[src/hw/eof_pkg.sv]
// Shared constants and types for the exposure and output format block.
// Assumes a 125 MHz reference clock and a byte-wide decoded register port.
package eof_pkg;

  // ---------------------------------------------------------------
  // Register byte addresses (short and long address spaces)
  // ---------------------------------------------------------------
  localparam logic [15:0] ADDR_FLC_LO = 16'h0005;
  localparam logic [15:0] ADDR_FLC_HI = 16'h0006;
  localparam logic [15:0] ADDR_SHS_LO = 16'h0008;
  localparam logic [15:0] ADDR_SHS_HI = 16'h0009;
  localparam logic [15:0] ADDR_GRAD = 16'h0012;
  localparam logic [15:0] ADDR_EDGE = 16'h002d;
  localparam logic [15:0] ADDR_GRAD_A_I2C = 16'h0112;
  localparam logic [15:0] ADDR_GRAD_B_I2C = 16'h0113;
  localparam logic [15:0] ADDR_SHS_I2C_HI = 16'h0202;
  localparam logic [15:0] ADDR_SHS_I2C_LO = 16'h0203;
  localparam logic [15:0] ADDR_EDGE_I2C = 16'h302d;
  localparam logic [15:0] ADDR_FLC_I2C_HI = 16'h0340;
  localparam logic [15:0] ADDR_FLC_I2C_LO = 16'h0341;

  // ---------------------------------------------------------------
  // Reset values and field positions
  // ---------------------------------------------------------------
  localparam logic [15:0] RST_FRAME_LINES = 16'h04e2;
  localparam logic [15:0] RST_SHUTTER = 16'h0000;
  localparam logic [7:0] RST_GRAD = 8'h00;
  localparam logic [7:0] RST_EDGE = 8'h00;
  localparam logic [7:0] RST_GRAD_I2C = 8'h0a;
  localparam int GRAD_BIT = 1;
  localparam int EDGE_BIT = 1;
  localparam logic [7:0] GRAD_CODE_12 = 8'h0c;
  localparam logic [9:0] MAX_CODE_10 = 10'h3fe;
  localparam logic [11:0] MAX_CODE_12 = 12'hffe;

  // ---------------------------------------------------------------
  // Timing
  // ---------------------------------------------------------------
  localparam int REF_CLK_MHZ = 125;
  localparam int LINE_TIME_NS = 29630;
  localparam int LINE_CYCLES = (LINE_TIME_NS * REF_CLK_MHZ) / 1000;
  localparam int SHUT_FRAC_CYCLES = (LINE_CYCLES * 3) / 10;
  localparam int HS_WIDTH_NS = 1000;
  localparam int HS_WIDTH_CYCLES = (HS_WIDTH_NS * REF_CLK_MHZ) / 1000;
  localparam int OUT_CLK_NS = 128;
  localparam int OUT_CLK_CYCLES = (OUT_CLK_NS * REF_CLK_MHZ) / 1000;
  localparam logic [15:0] READOUT_LINES = 16'd1121;
  localparam int FIFO_DEPTH = 16;

  // ---------------------------------------------------------------
  // Carriers
  // ---------------------------------------------------------------
  typedef struct packed {
    logic [11:0] code;
  } eof_pix_type;

  typedef struct packed {
    logic vs_n;
    logic hs_n;
  } eof_sync_type;

endpackage

[src/hw/eof_ctrl.sv]
// Exposure, frame length and parallel output format control.
// Assumes a decoded byte register port, sync pins and a slow pixel strobe
// from the converter, all outside the reference clock domain except the
// register port.
`timescale 1ns/100ps
module eof_ctrl
  import eof_pkg::*;
(
  input wire logic ref_clk,
  input wire logic resetn,
  input wire logic [15:0] reg_addr,
  input wire logic [7:0] reg_wdata,
  input wire logic reg_wr,
  input wire logic reg_rd,
  output logic [7:0] reg_rdata_ff,
  input wire logic master_mode,
  input wire logic use_i2c,
  input wire logic vertical_sync_n_in,
  output logic vertical_sync_n_out_ff,
  output logic vertical_sync_n_oe_ff,
  input wire logic horizontal_sync_n_in,
  output logic horizontal_sync_n_out_ff,
  output logic horizontal_sync_n_oe_ff,
  output logic shutter_strobe_ff,
  output logic [15:0] integ_lines_ff,
  output logic readout_active_ff,
  input wire logic adc_clk,
  input wire logic [11:0] adc_data,
  output logic adc_ready_ff,
  output logic output_data_clock_ff,
  output logic [11:0] data_out_ff,
  output logic data_valid_ff
);

  // ---------------------------------------------------------------
  // Pin synchronisers
  // ---------------------------------------------------------------
  logic [2:0] vs_sync_ff;
  logic [2:0] hs_sync_ff;
  logic [2:0] ms_sync_ff;
  logic [2:0] i2c_sync_ff;
  logic [2:0] ack_sync_ff;
  eof_sync_type sync_now;
  logic vs_fall;
  logic hs_fall;
  logic adc_rise;
  logic is_master;
  logic is_i2c;

  // Three stages; a change counts when stages two and three differ
  always_ff @(posedge ref_clk or negedge resetn) begin
    if (!resetn) begin
      vs_sync_ff <= 3'h7;
      hs_sync_ff <= 3'h7;
      ms_sync_ff <= 3'h0;
      i2c_sync_ff <= 3'h0;
      ack_sync_ff <= 3'h0;
    end else begin
      vs_sync_ff <= {vs_sync_ff[1:0], vertical_sync_n_in};
      hs_sync_ff <= {hs_sync_ff[1:0], horizontal_sync_n_in};
      ms_sync_ff <= {ms_sync_ff[1:0], master_mode};
      i2c_sync_ff <= {i2c_sync_ff[1:0], use_i2c};
      ack_sync_ff <= {ack_sync_ff[1:0], adc_clk};
    end
  end

  assign sync_now = '{vs_n: vs_sync_ff[1], hs_n: hs_sync_ff[1]};
  assign vs_fall = vs_sync_ff[2] && !sync_now.vs_n;
  assign hs_fall = hs_sync_ff[2] && !sync_now.hs_n;
  assign adc_rise = !ack_sync_ff[2] && ack_sync_ff[1];
  assign is_master = ms_sync_ff[2];
  assign is_i2c = i2c_sync_ff[2];

  // ---------------------------------------------------------------
  // Register file
  // ---------------------------------------------------------------
  logic [15:0] frame_line_count_ff;
  logic [15:0] shutter_sweep_line_ff;
  logic [7:0] flc_pend_ff;
  logic [7:0] shs_pend_ff;
  logic [7:0] gradation_select_ff;
  logic [7:0] gradation_select_a_i2c_ff;
  logic [7:0] gradation_select_b_i2c_ff;
  logic [7:0] clock_edge_select_ff;
  logic [7:0] nxt_rdata;
  logic mode12;
  logic launch_rising;

  // Frame-line pair: first byte staged, second byte commits both
  always_ff @(posedge ref_clk or negedge resetn) begin
    if (!resetn) begin
      frame_line_count_ff <= RST_FRAME_LINES;
      flc_pend_ff <= 8'h00;
    end else if (reg_wr) begin
      if (reg_addr == ADDR_FLC_LO || reg_addr == ADDR_FLC_I2C_HI) begin
        flc_pend_ff <= reg_wdata;
      end else if (reg_addr == ADDR_FLC_HI) begin
        frame_line_count_ff <= {reg_wdata, flc_pend_ff};
      end else if (reg_addr == ADDR_FLC_I2C_LO) begin
        frame_line_count_ff <= {flc_pend_ff, reg_wdata};
      end
    end
  end

  // Shutter pair: same staging as the frame-line pair
  always_ff @(posedge ref_clk or negedge resetn) begin
    if (!resetn) begin
      shutter_sweep_line_ff <= RST_SHUTTER;
      shs_pend_ff <= 8'h00;
    end else if (reg_wr) begin
      if (reg_addr == ADDR_SHS_LO || reg_addr == ADDR_SHS_I2C_HI) begin
        shs_pend_ff <= reg_wdata;
      end else if (reg_addr == ADDR_SHS_HI) begin
        shutter_sweep_line_ff <= {reg_wdata, shs_pend_ff};
      end else if (reg_addr == ADDR_SHS_I2C_LO) begin
        shutter_sweep_line_ff <= {shs_pend_ff, reg_wdata};
      end
    end
  end

  // Output format bytes
  always_ff @(posedge ref_clk or negedge resetn) begin
    if (!resetn) begin
      gradation_select_ff <= RST_GRAD;
      gradation_select_a_i2c_ff <= RST_GRAD_I2C;
      gradation_select_b_i2c_ff <= RST_GRAD_I2C;
      clock_edge_select_ff <= RST_EDGE;
    end else if (reg_wr) begin
      if (reg_addr == ADDR_GRAD) begin
        gradation_select_ff <= reg_wdata;
      end else if (reg_addr == ADDR_GRAD_A_I2C) begin
        gradation_select_a_i2c_ff <= reg_wdata;
      end else if (reg_addr == ADDR_GRAD_B_I2C) begin
        gradation_select_b_i2c_ff <= reg_wdata;
      end else if (reg_addr == ADDR_EDGE || reg_addr == ADDR_EDGE_I2C) begin
        clock_edge_select_ff <= reg_wdata;
      end
    end
  end

  // Effective format from the active register port
  assign mode12 = is_i2c ? (gradation_select_b_i2c_ff == GRAD_CODE_12)
                         : gradation_select_ff[GRAD_BIT];
  assign launch_rising = clock_edge_select_ff[EDGE_BIT];

  // Read decode; unmapped addresses read zero
  always_comb begin
    nxt_rdata = 8'h00;
    if (reg_addr == ADDR_FLC_LO || reg_addr == ADDR_FLC_I2C_LO) begin
      nxt_rdata = frame_line_count_ff[7:0];
    end else if (reg_addr == ADDR_FLC_HI || reg_addr == ADDR_FLC_I2C_HI) begin
      nxt_rdata = frame_line_count_ff[15:8];
    end else if (reg_addr == ADDR_SHS_LO || reg_addr == ADDR_SHS_I2C_LO) begin
      nxt_rdata = shutter_sweep_line_ff[7:0];
    end else if (reg_addr == ADDR_SHS_HI || reg_addr == ADDR_SHS_I2C_HI) begin
      nxt_rdata = shutter_sweep_line_ff[15:8];
    end else if (reg_addr == ADDR_GRAD) begin
      nxt_rdata = gradation_select_ff;
    end else if (reg_addr == ADDR_GRAD_A_I2C) begin
      nxt_rdata = gradation_select_a_i2c_ff;
    end else if (reg_addr == ADDR_GRAD_B_I2C) begin
      nxt_rdata = gradation_select_b_i2c_ff;
    end else if (reg_addr == ADDR_EDGE || reg_addr == ADDR_EDGE_I2C) begin
      nxt_rdata = clock_edge_select_ff;
    end
  end

  // Read data register
  always_ff @(posedge ref_clk or negedge resetn) begin
    if (!resetn) begin
      reg_rdata_ff <= 8'h00;
    end else if (reg_rd) begin
      reg_rdata_ff <= nxt_rdata;
    end
  end

  // ---------------------------------------------------------------
  // Line and frame timing
  // ---------------------------------------------------------------
  logic [15:0] h_cnt_ff;
  logic [15:0] line_ff;
  logic [15:0] act_lines_ff;
  logic [15:0] act_shutter_ff;
  logic line_tick;
  logic frame_tick;
  logic m_line_end;
  logic m_frame_end;
  logic m_run_ff;

  // Master timebase end points
  assign m_line_end = (h_cnt_ff == 16'(LINE_CYCLES - 1));
  assign m_frame_end = m_line_end && (line_ff + 16'h0001 >= act_lines_ff);

  // Line and frame events from either timing source
  assign line_tick = is_master ? m_line_end : hs_fall;
  assign frame_tick = is_master ? m_frame_end : vs_fall;

  // Position within the line
  always_ff @(posedge ref_clk or negedge resetn) begin
    if (!resetn) begin
      h_cnt_ff <= 16'h0000;
    end else if (line_tick) begin
      h_cnt_ff <= 16'h0000;
    end else if (h_cnt_ff != 16'hffff) begin
      h_cnt_ff <= h_cnt_ff + 16'h0001;
    end
  end

  // Line within the frame; slave counts incoming line periods
  always_ff @(posedge ref_clk or negedge resetn) begin
    if (!resetn) begin
      line_ff <= 16'h0000;
    end else if (frame_tick) begin
      line_ff <= 16'h0000;
    end else if (line_tick && line_ff != 16'hffff) begin
      line_ff <= line_ff + 16'h0001;
    end
  end

  // Frame-boundary latch of shutter, and of length in master mode
  always_ff @(posedge ref_clk or negedge resetn) begin
    if (!resetn) begin
      act_lines_ff <= RST_FRAME_LINES;
      act_shutter_ff <= RST_SHUTTER;
    end else if (frame_tick) begin
      act_shutter_ff <= shutter_sweep_line_ff;
      act_lines_ff <= frame_line_count_ff;
    end else if (!is_master) begin
      act_lines_ff <= frame_line_count_ff;
    end
  end

  // Integration length in whole lines for the frame now exposing
  always_ff @(posedge ref_clk or negedge resetn) begin
    if (!resetn) begin
      integ_lines_ff <= RST_FRAME_LINES - RST_SHUTTER;
    end else if (frame_tick) begin
      if (is_master) begin
        integ_lines_ff <= frame_line_count_ff - shutter_sweep_line_ff;
      end else begin
        integ_lines_ff <= line_ff + 16'h0001 - shutter_sweep_line_ff;
      end
    end
  end

  // Shutter sweep 0.3 line into line N
  always_ff @(posedge ref_clk or negedge resetn) begin
    if (!resetn) begin
      shutter_strobe_ff <= 1'b0;
    end else begin
      shutter_strobe_ff <= (line_ff == act_shutter_ff) && !line_tick &&
                           (h_cnt_ff == 16'(SHUT_FRAC_CYCLES));
    end
  end

  // Readout rows first, blanking takes every extra line
  always_ff @(posedge ref_clk or negedge resetn) begin
    if (!resetn) begin
      readout_active_ff <= 1'b0;
    end else begin
      readout_active_ff <= (line_ff < READOUT_LINES);
    end
  end

  // Master sync outputs; pins released in slave mode
  always_ff @(posedge ref_clk or negedge resetn) begin
    if (!resetn) begin
      horizontal_sync_n_out_ff <= 1'b1;
      vertical_sync_n_out_ff <= 1'b1;
      horizontal_sync_n_oe_ff <= 1'b0;
      vertical_sync_n_oe_ff <= 1'b0;
      m_run_ff <= 1'b0;
    end else begin
      horizontal_sync_n_oe_ff <= is_master;
      vertical_sync_n_oe_ff <= is_master;
      m_run_ff <= is_master && (m_run_ff || m_frame_end);
      horizontal_sync_n_out_ff <= !(m_run_ff &&
                                    h_cnt_ff < 16'(HS_WIDTH_CYCLES));
      vertical_sync_n_out_ff <= !(m_run_ff && line_ff == 16'h0000 &&
                                  h_cnt_ff < 16'(HS_WIDTH_CYCLES));
    end
  end

  // ---------------------------------------------------------------
  // Pixel capture and buffering
  // ---------------------------------------------------------------
  eof_pix_type cap_pix;
  eof_pix_type fifo_pix;
  logic fifo_s_ready;
  logic fifo_m_valid;
  logic fifo_pop;

  assign cap_pix = '{code: adc_data};

  // Ready seen by the converter
  always_ff @(posedge ref_clk or negedge resetn) begin
    if (!resetn) begin
      adc_ready_ff <= 1'b0;
    end else begin
      adc_ready_ff <= fifo_s_ready;
    end
  end

  eof_fifo #(
    .WIDTH($bits(eof_pix_type)),
    .DEPTH(FIFO_DEPTH)
  ) u_fifo (
    .ref_clk(ref_clk),
    .resetn(resetn),
    .s_valid(adc_rise && adc_ready_ff),
    .s_ready(fifo_s_ready),
    .s_data(cap_pix),
    .m_valid(fifo_m_valid),
    .m_ready(fifo_pop),
    .m_data(fifo_pix)
  );

  // ---------------------------------------------------------------
  // Output clock and formatting
  // ---------------------------------------------------------------
  logic [7:0] div_ff;
  logic fall_now;
  logic rise_now;
  logic launch;
  logic [11:0] nxt_code;

  // Output clock divider: high in the first half period
  always_ff @(posedge ref_clk or negedge resetn) begin
    if (!resetn) begin
      div_ff <= 8'h00;
      output_data_clock_ff <= 1'b0;
    end else begin
      if (div_ff == 8'(OUT_CLK_CYCLES - 1)) begin
        div_ff <= 8'h00;
      end else begin
        div_ff <= div_ff + 8'h01;
      end
      output_data_clock_ff <= (div_ff < 8'(OUT_CLK_CYCLES / 2));
    end
  end

  // Launch on the selected clock edge
  assign rise_now = (div_ff == 8'h00);
  assign fall_now = (div_ff == 8'(OUT_CLK_CYCLES / 2));
  assign launch = launch_rising ? rise_now : fall_now;
  assign fifo_pop = launch && readout_active_ff;

  // Clip to the top code and map onto the pins
  always_comb begin
    nxt_code = 12'h000;
    if (mode12) begin
      nxt_code = (fifo_pix.code > MAX_CODE_12) ? MAX_CODE_12 : fifo_pix.code;
    end else if (fifo_pix.code[11:2] > MAX_CODE_10) begin
      nxt_code = {MAX_CODE_10, 2'b00};
    end else begin
      nxt_code = {fifo_pix.code[11:2], 2'b00};
    end
  end

  // Pin data register, changed only at a launch edge
  always_ff @(posedge ref_clk or negedge resetn) begin
    if (!resetn) begin
      data_out_ff <= 12'h000;
      data_valid_ff <= 1'b0;
    end else if (launch) begin
      data_valid_ff <= fifo_pop && fifo_m_valid;
      if (fifo_pop && fifo_m_valid) begin
        data_out_ff <= nxt_code;
      end
    end
  end

endmodule

[src/hw/eof_fifo.sv]
// Small synchronous FIFO with a registered output stage.
// Assumes one clock and an active-low asynchronous reset.
`timescale 1ns/100ps
module eof_fifo #(
  parameter int WIDTH = 12,
  parameter int DEPTH = 16
) (
  input wire logic ref_clk,
  input wire logic resetn,
  input wire logic s_valid,
  output logic s_ready,
  input wire logic [WIDTH-1:0] s_data,
  output logic m_valid,
  input wire logic m_ready,
  output logic [WIDTH-1:0] m_data
);
  localparam int AW = $clog2(DEPTH);

  logic [WIDTH-1:0] mem_ff [DEPTH];
  logic [AW-1:0] wr_ptr_ff;
  logic [AW-1:0] rd_ptr_ff;
  logic [AW:0] count_ff;
  logic out_valid_ff;
  logic [WIDTH-1:0] out_data_ff;
  logic push;
  logic pop;

  // Handshakes on both sides
  assign s_ready = (count_ff < (AW+1)'(DEPTH));
  assign push = s_valid && s_ready;
  assign pop = (count_ff != '0) && (!out_valid_ff || m_ready);
  assign m_valid = out_valid_ff;
  assign m_data = out_data_ff;

  // Storage write
  always_ff @(posedge ref_clk) begin
    if (push) begin
      mem_ff[wr_ptr_ff] <= s_data;
    end
  end

  // Pointers and fill level
  always_ff @(posedge ref_clk or negedge resetn) begin
    if (!resetn) begin
      wr_ptr_ff <= '0;
      rd_ptr_ff <= '0;
      count_ff <= '0;
    end else begin
      if (push) begin
        wr_ptr_ff <= wr_ptr_ff + 1'b1;
      end
      if (pop) begin
        rd_ptr_ff <= rd_ptr_ff + 1'b1;
      end
      count_ff <= count_ff + (AW+1)'(push) - (AW+1)'(pop);
    end
  end

  // Registered read stage
  always_ff @(posedge ref_clk or negedge resetn) begin
    if (!resetn) begin
      out_valid_ff <= 1'b0;
      out_data_ff <= '0;
    end else if (pop) begin
      out_valid_ff <= 1'b1;
      out_data_ff <= mem_ff[rd_ptr_ff];
    end else if (m_ready) begin
      out_valid_ff <= 1'b0;
    end
  end

endmodule

[config.mk]
export PLATFORM = sky130hd
export DESIGN_NAME = eof_ctrl
export DESIGN_NICKNAME = d
export VERILOG_FILES = /design/src/hw/eof_pkg.sv /design/src/hw/eof_ctrl.sv /design/src/hw/eof_fifo.sv
export SDC_FILE = /design/constraint.sdc
export NUM_CORES = 1
export LEC_CHECK = 0
export ABC_CLOCK_PERIOD_IN_PS = 3850
export BUFFER_PORTS_ARGS = -buffer_cell sky130_fd_sc_hd__buf_4
export CORE_MARGIN = 2
export CORE_UTILIZATION = 46
export DETAILED_ROUTE_END_ITERATION = 12
export GPL_TIMING_DRIVEN = 0
export PLACE_DENSITY = 0.73
export SLEW_MARGIN = 20
export SYNTH_ARGS = -nofsm -noshare
export SYNTH_HDL_FRONTEND = slang
export SYNTH_SLANG_ARGS = --single-unit
[constraint.sdc]
create_clock -name ref_clk -period 3.85 [get_ports ref_clk]
set_input_delay 0.77 -clock ref_clk [delete_from_list [all_inputs] [get_ports ref_clk]]
set_output_delay 0.77 -clock ref_clk [all_outputs]
set_load 0.1 [all_outputs]
==> flow_summary.yaml <==
run_status:
  status: "finished clean"
yosys:
  ys_warn_count: 0
  yosys_most_used_dff: "dfrtp_1"
  synth_most_common_cell: "dfrtp_1"
  synth_top_area_frac: 0.291
  synth_cells: 1479
  ys_ff_latch: 430
  ys_types: 77
  async_flop_share: 0.553
  synth.cell_area_sq_um: 19800
  yosysSeqAreaShare: 0.592
  synth_common_cells: "dfrtp_1, edfxtp_1, mux2_2, nand2_1, nor2_1"
  syn_nets: 1575
  synth.largest_area_cell: "edfxtp_1"
  synth-edff-count: 192
  avgSynthCellArea_sq_um: 13.4
  synth_area_leaders: "edfxtp_1, dfrtp_1, mux2_2"
routing:
  drt_first_pass_iters: 5
  drt_iter0_markers: 886
  top_layer_used: "met4"
  ant_nets: 0
  num_vias: 12400
  drc: 0
  wl_met1_mm: 19.0
  wire_per_inst_microns: 21.0
  dr_wl_met3_mm: 2.72
  wl_met2_mm: 22.9
  viasPerCell: 5.64
  wl_mm: 46.3
worst_hold_path:
  worstHoldPathType: "input port to register"
  whs_path_depth: 1
worst_setup_path:
  cpPeakStageDelay_ps: 600
  ff2ff_path_depth: 16
  worstPathArrival_ps: 4290
  critPathKind: "register to register"
  crit_chain: "buf_6 -> ha_4 -> and4_1 -> nand4_1 -> buf_6 -> nor2_1 -> xor2_1 -> ha_1 -> nand4_1 -> nor3_2 -> a211o_1 -> a211oi_4 -> or4_4 -> nand2_8 -> clkbuf_16 -> mux2_4"
  crit_path_start_kind: "register"
  critPathCaptureType: "register"
  crit_required_ps: 4300
  critPathMaxFanout: 7
  crit_path_top_delay_cell: "or4_4"
finish:
  syn_to_final_growth_pct: 16.2
  drive_above_1_share: 0.278
  layout.nets: 1717
  antenna_cells: 0
  final_cells: 2201
power:
  power.internal_mw: 9.00
  p_leak_nw: 9.46
  ir_drop_mv: 0.584
  seq_power_share: 0.408
  clkPwrFrac: 0.333
  switching_share: 0.319
  comb_power_share: 0.259
  netSwitchingPower_mw: 4.22
  total_power_mw: 13.2
  power_density_nw_per_um2: 573
placement:
  dp_cells: 2110
  portBuffers: 78
  gp_congestion: 0.917
  dp_slack_ps: -727
  hpwl_mm: 32.0
timing:
  finClkSkew_ps: 20.8
  slew_viol_final: 0
  finalCritPeriodShare: 0.997
  relSlewSlack: 0.367
  rsz0062_at_grt: "yes"
  fin_crit_ps: 3840
  clock.fmax_mhz: 261
  finalHoldViolations: 0
  finalSetupViolations: 0
  worst_pin_slew_ps: 936
  layout_setup_ws_ps: 11.8
floorplan:
  die_area_sq_um: 44800
  die_y_microns: 212
  io_pins: 90
  core_area_sq_um: 42800
  rows: 76
  die_w_microns: 212
  initial_core_util: 0.464
cts:
  numCtsBuffers: 43
  root_buffer: "clkbuf_16"
  h-tree-depth: 2
  clock_latency_ps: 580
  clkTransAtPathRegs_ps: 70
  cts.sinks: 430
  cts_tree: "yes"
  cts_buffer_depth: 3
global_routing:
  antenna_found_initial: 0
  grt_pass1_wl_mm: 72.2
  grt_pass1_vias: 12800
  grt_max_degree: 98
  grt_usage: 0.212
  overflow: 0
run:
  max_cap_viol_count: 0
==> critical path, delay by kind of cell (launching register included) <==
| kind | cells | cell delay (ps) |
|---|---|---|
| flip-flops | 1 | 430 |
| XOR/XNOR | 1 | 300 |
| adder cells (fa/ha/maj) | 2 | 350 |
| AND/OR/NAND/NOR | 7 | 1620 |
| AO/OA/AOI/OAI | 2 | 220 |
| multiplexers | 1 | 290 |
| buffers and inverters | 3 | 510 |
==> per-stage QoR <==
step                      setup TNS [ps]  hold slack (ps)   util  area, sq um
after global routing               -1520              258  0.539        23100
final                                  0              290  0.539        23100
after CTS                              0              245  0.534        22800
after floorplan                        0              331      -        19800
after global placement            -34310              334  0.493        21100
after detailed placement          -35600              336  0.497        21300
==> routing by layer <==
metal  track usage  up-vias
li1              -     5695
met2         0.358      398
met4        0.0828        0
met3        0.0417      106
met5             0        -
met1         0.271     6212
==> power by group through the flow <==
| stage | Clock (mW) | Sequential (mW) | Combinational [mW] |
|---|---|---|---|
| global placement | 0 | 5.47 | 3.28 |
| CTS | 4.50 | 5.40 | 3.42 |
| floorplan | 0 | 6.22 | 1.68 |
| detailed placement | 0 | 5.49 | 3.39 |
| finish | 4.40 | 5.40 | 3.42 |
| global route | 4.68 | 5.44 | 3.65 |
==> flip-flops by register name (all words and copies together), names as in the netlist, 4 cells and up <==
name and count:
act_lines_ff 16, act_shutter_ff 16, clock_edge_select_ff 8, data_out_ff 12, div_ff 8, flc_pend_ff 8, frame_line_count_ff 16, gradation_select_a_i2c_ff 8
gradation_select_b_i2c_ff 8, gradation_select_ff 8, h_cnt_ff 16, integ_lines_ff 16, line_ff 16, reg_rdata_ff 8, shs_pend_ff 8, shutter_sweep_line_ff 16
u_fifo.count_ff 5, u_fifo.m_data 12, u_fifo.mem_ff 192, u_fifo.rd_ptr_ff 4, u_fifo.wr_ptr_ff 4
==> cell families (layout without fill, tap and decap cells) <==
kind of cell	Yosys count	in the layout	synth area share
DFF	430	430	0.592
and+or+nand+nor	372	372	0.0959
muxes	222	222	0.157
AOI/OAI and AO/OA	189	189	0.0575
buffers and inverters	133	309	0.0277
xor gates and xnor gates	82	82	0.0362
adders and majority gates	51	51	0.0329
==> what timing repair did <==
item	4_1_cts	5_1_grt
setup buffers	5	8
hold buffers	1	0
endpoints found under the hold margin	12	0
pin swaps	2	11
gates resized for setup	11	32
gates cloned	0	1
endpoints found under the setup margin	65	62
==> layout make-up <==
cell class                      instances  area [sq um]
Fill cell                            3499         19700
Clock buffer                           48          1130
Buffer                                 73           339
Timing Repair Buffer                  100           850
Inverter                               57           214
Multi-Input combinational cell        916          7720
Sequential cell                       430         11800
Clock inverter                         31           363
Tap cell                              546           683
==> cell usage in the layout, fill, tap and decap left out, types with 15 or more instances in the layout <==
cell type and instances:
mux4_2 60, clkbuf_16 44, nand2_1 116, buf_4 95
ha_1 48, dfstp_2 27, nor2_1 83, clkbuf_1 33
dfrtp_1 210, nand2b_1 15, xor2_1 33, mux2i_1 42
edfxtp_1 192, xnor2_1 46, o21ai_0 52, buf_2 21
a21oi_1 65, nand3_1 29, nand4_1 22, nor3_1 15
mux2_2 110, inv_1 56
==> worst paths after layout <==
check | startpoint | to | slack, ps
max | line_ff[0] | act_lines_ff[12] | 10
min | master_mode | ms_sync_ff[0] | 290
max reg2reg | line_ff[0] | act_lines_ff[12] | 10
min reg2reg | i2c_sync_ff[0] | i2c_sync_ff[1] | 350
max in group asynchronous | resetn | hs_sync_ff[1] | 1820
min in group asynchronous | resetn | gradation_select_ff[0] | 600
Power figures use the tool's default switching activity.
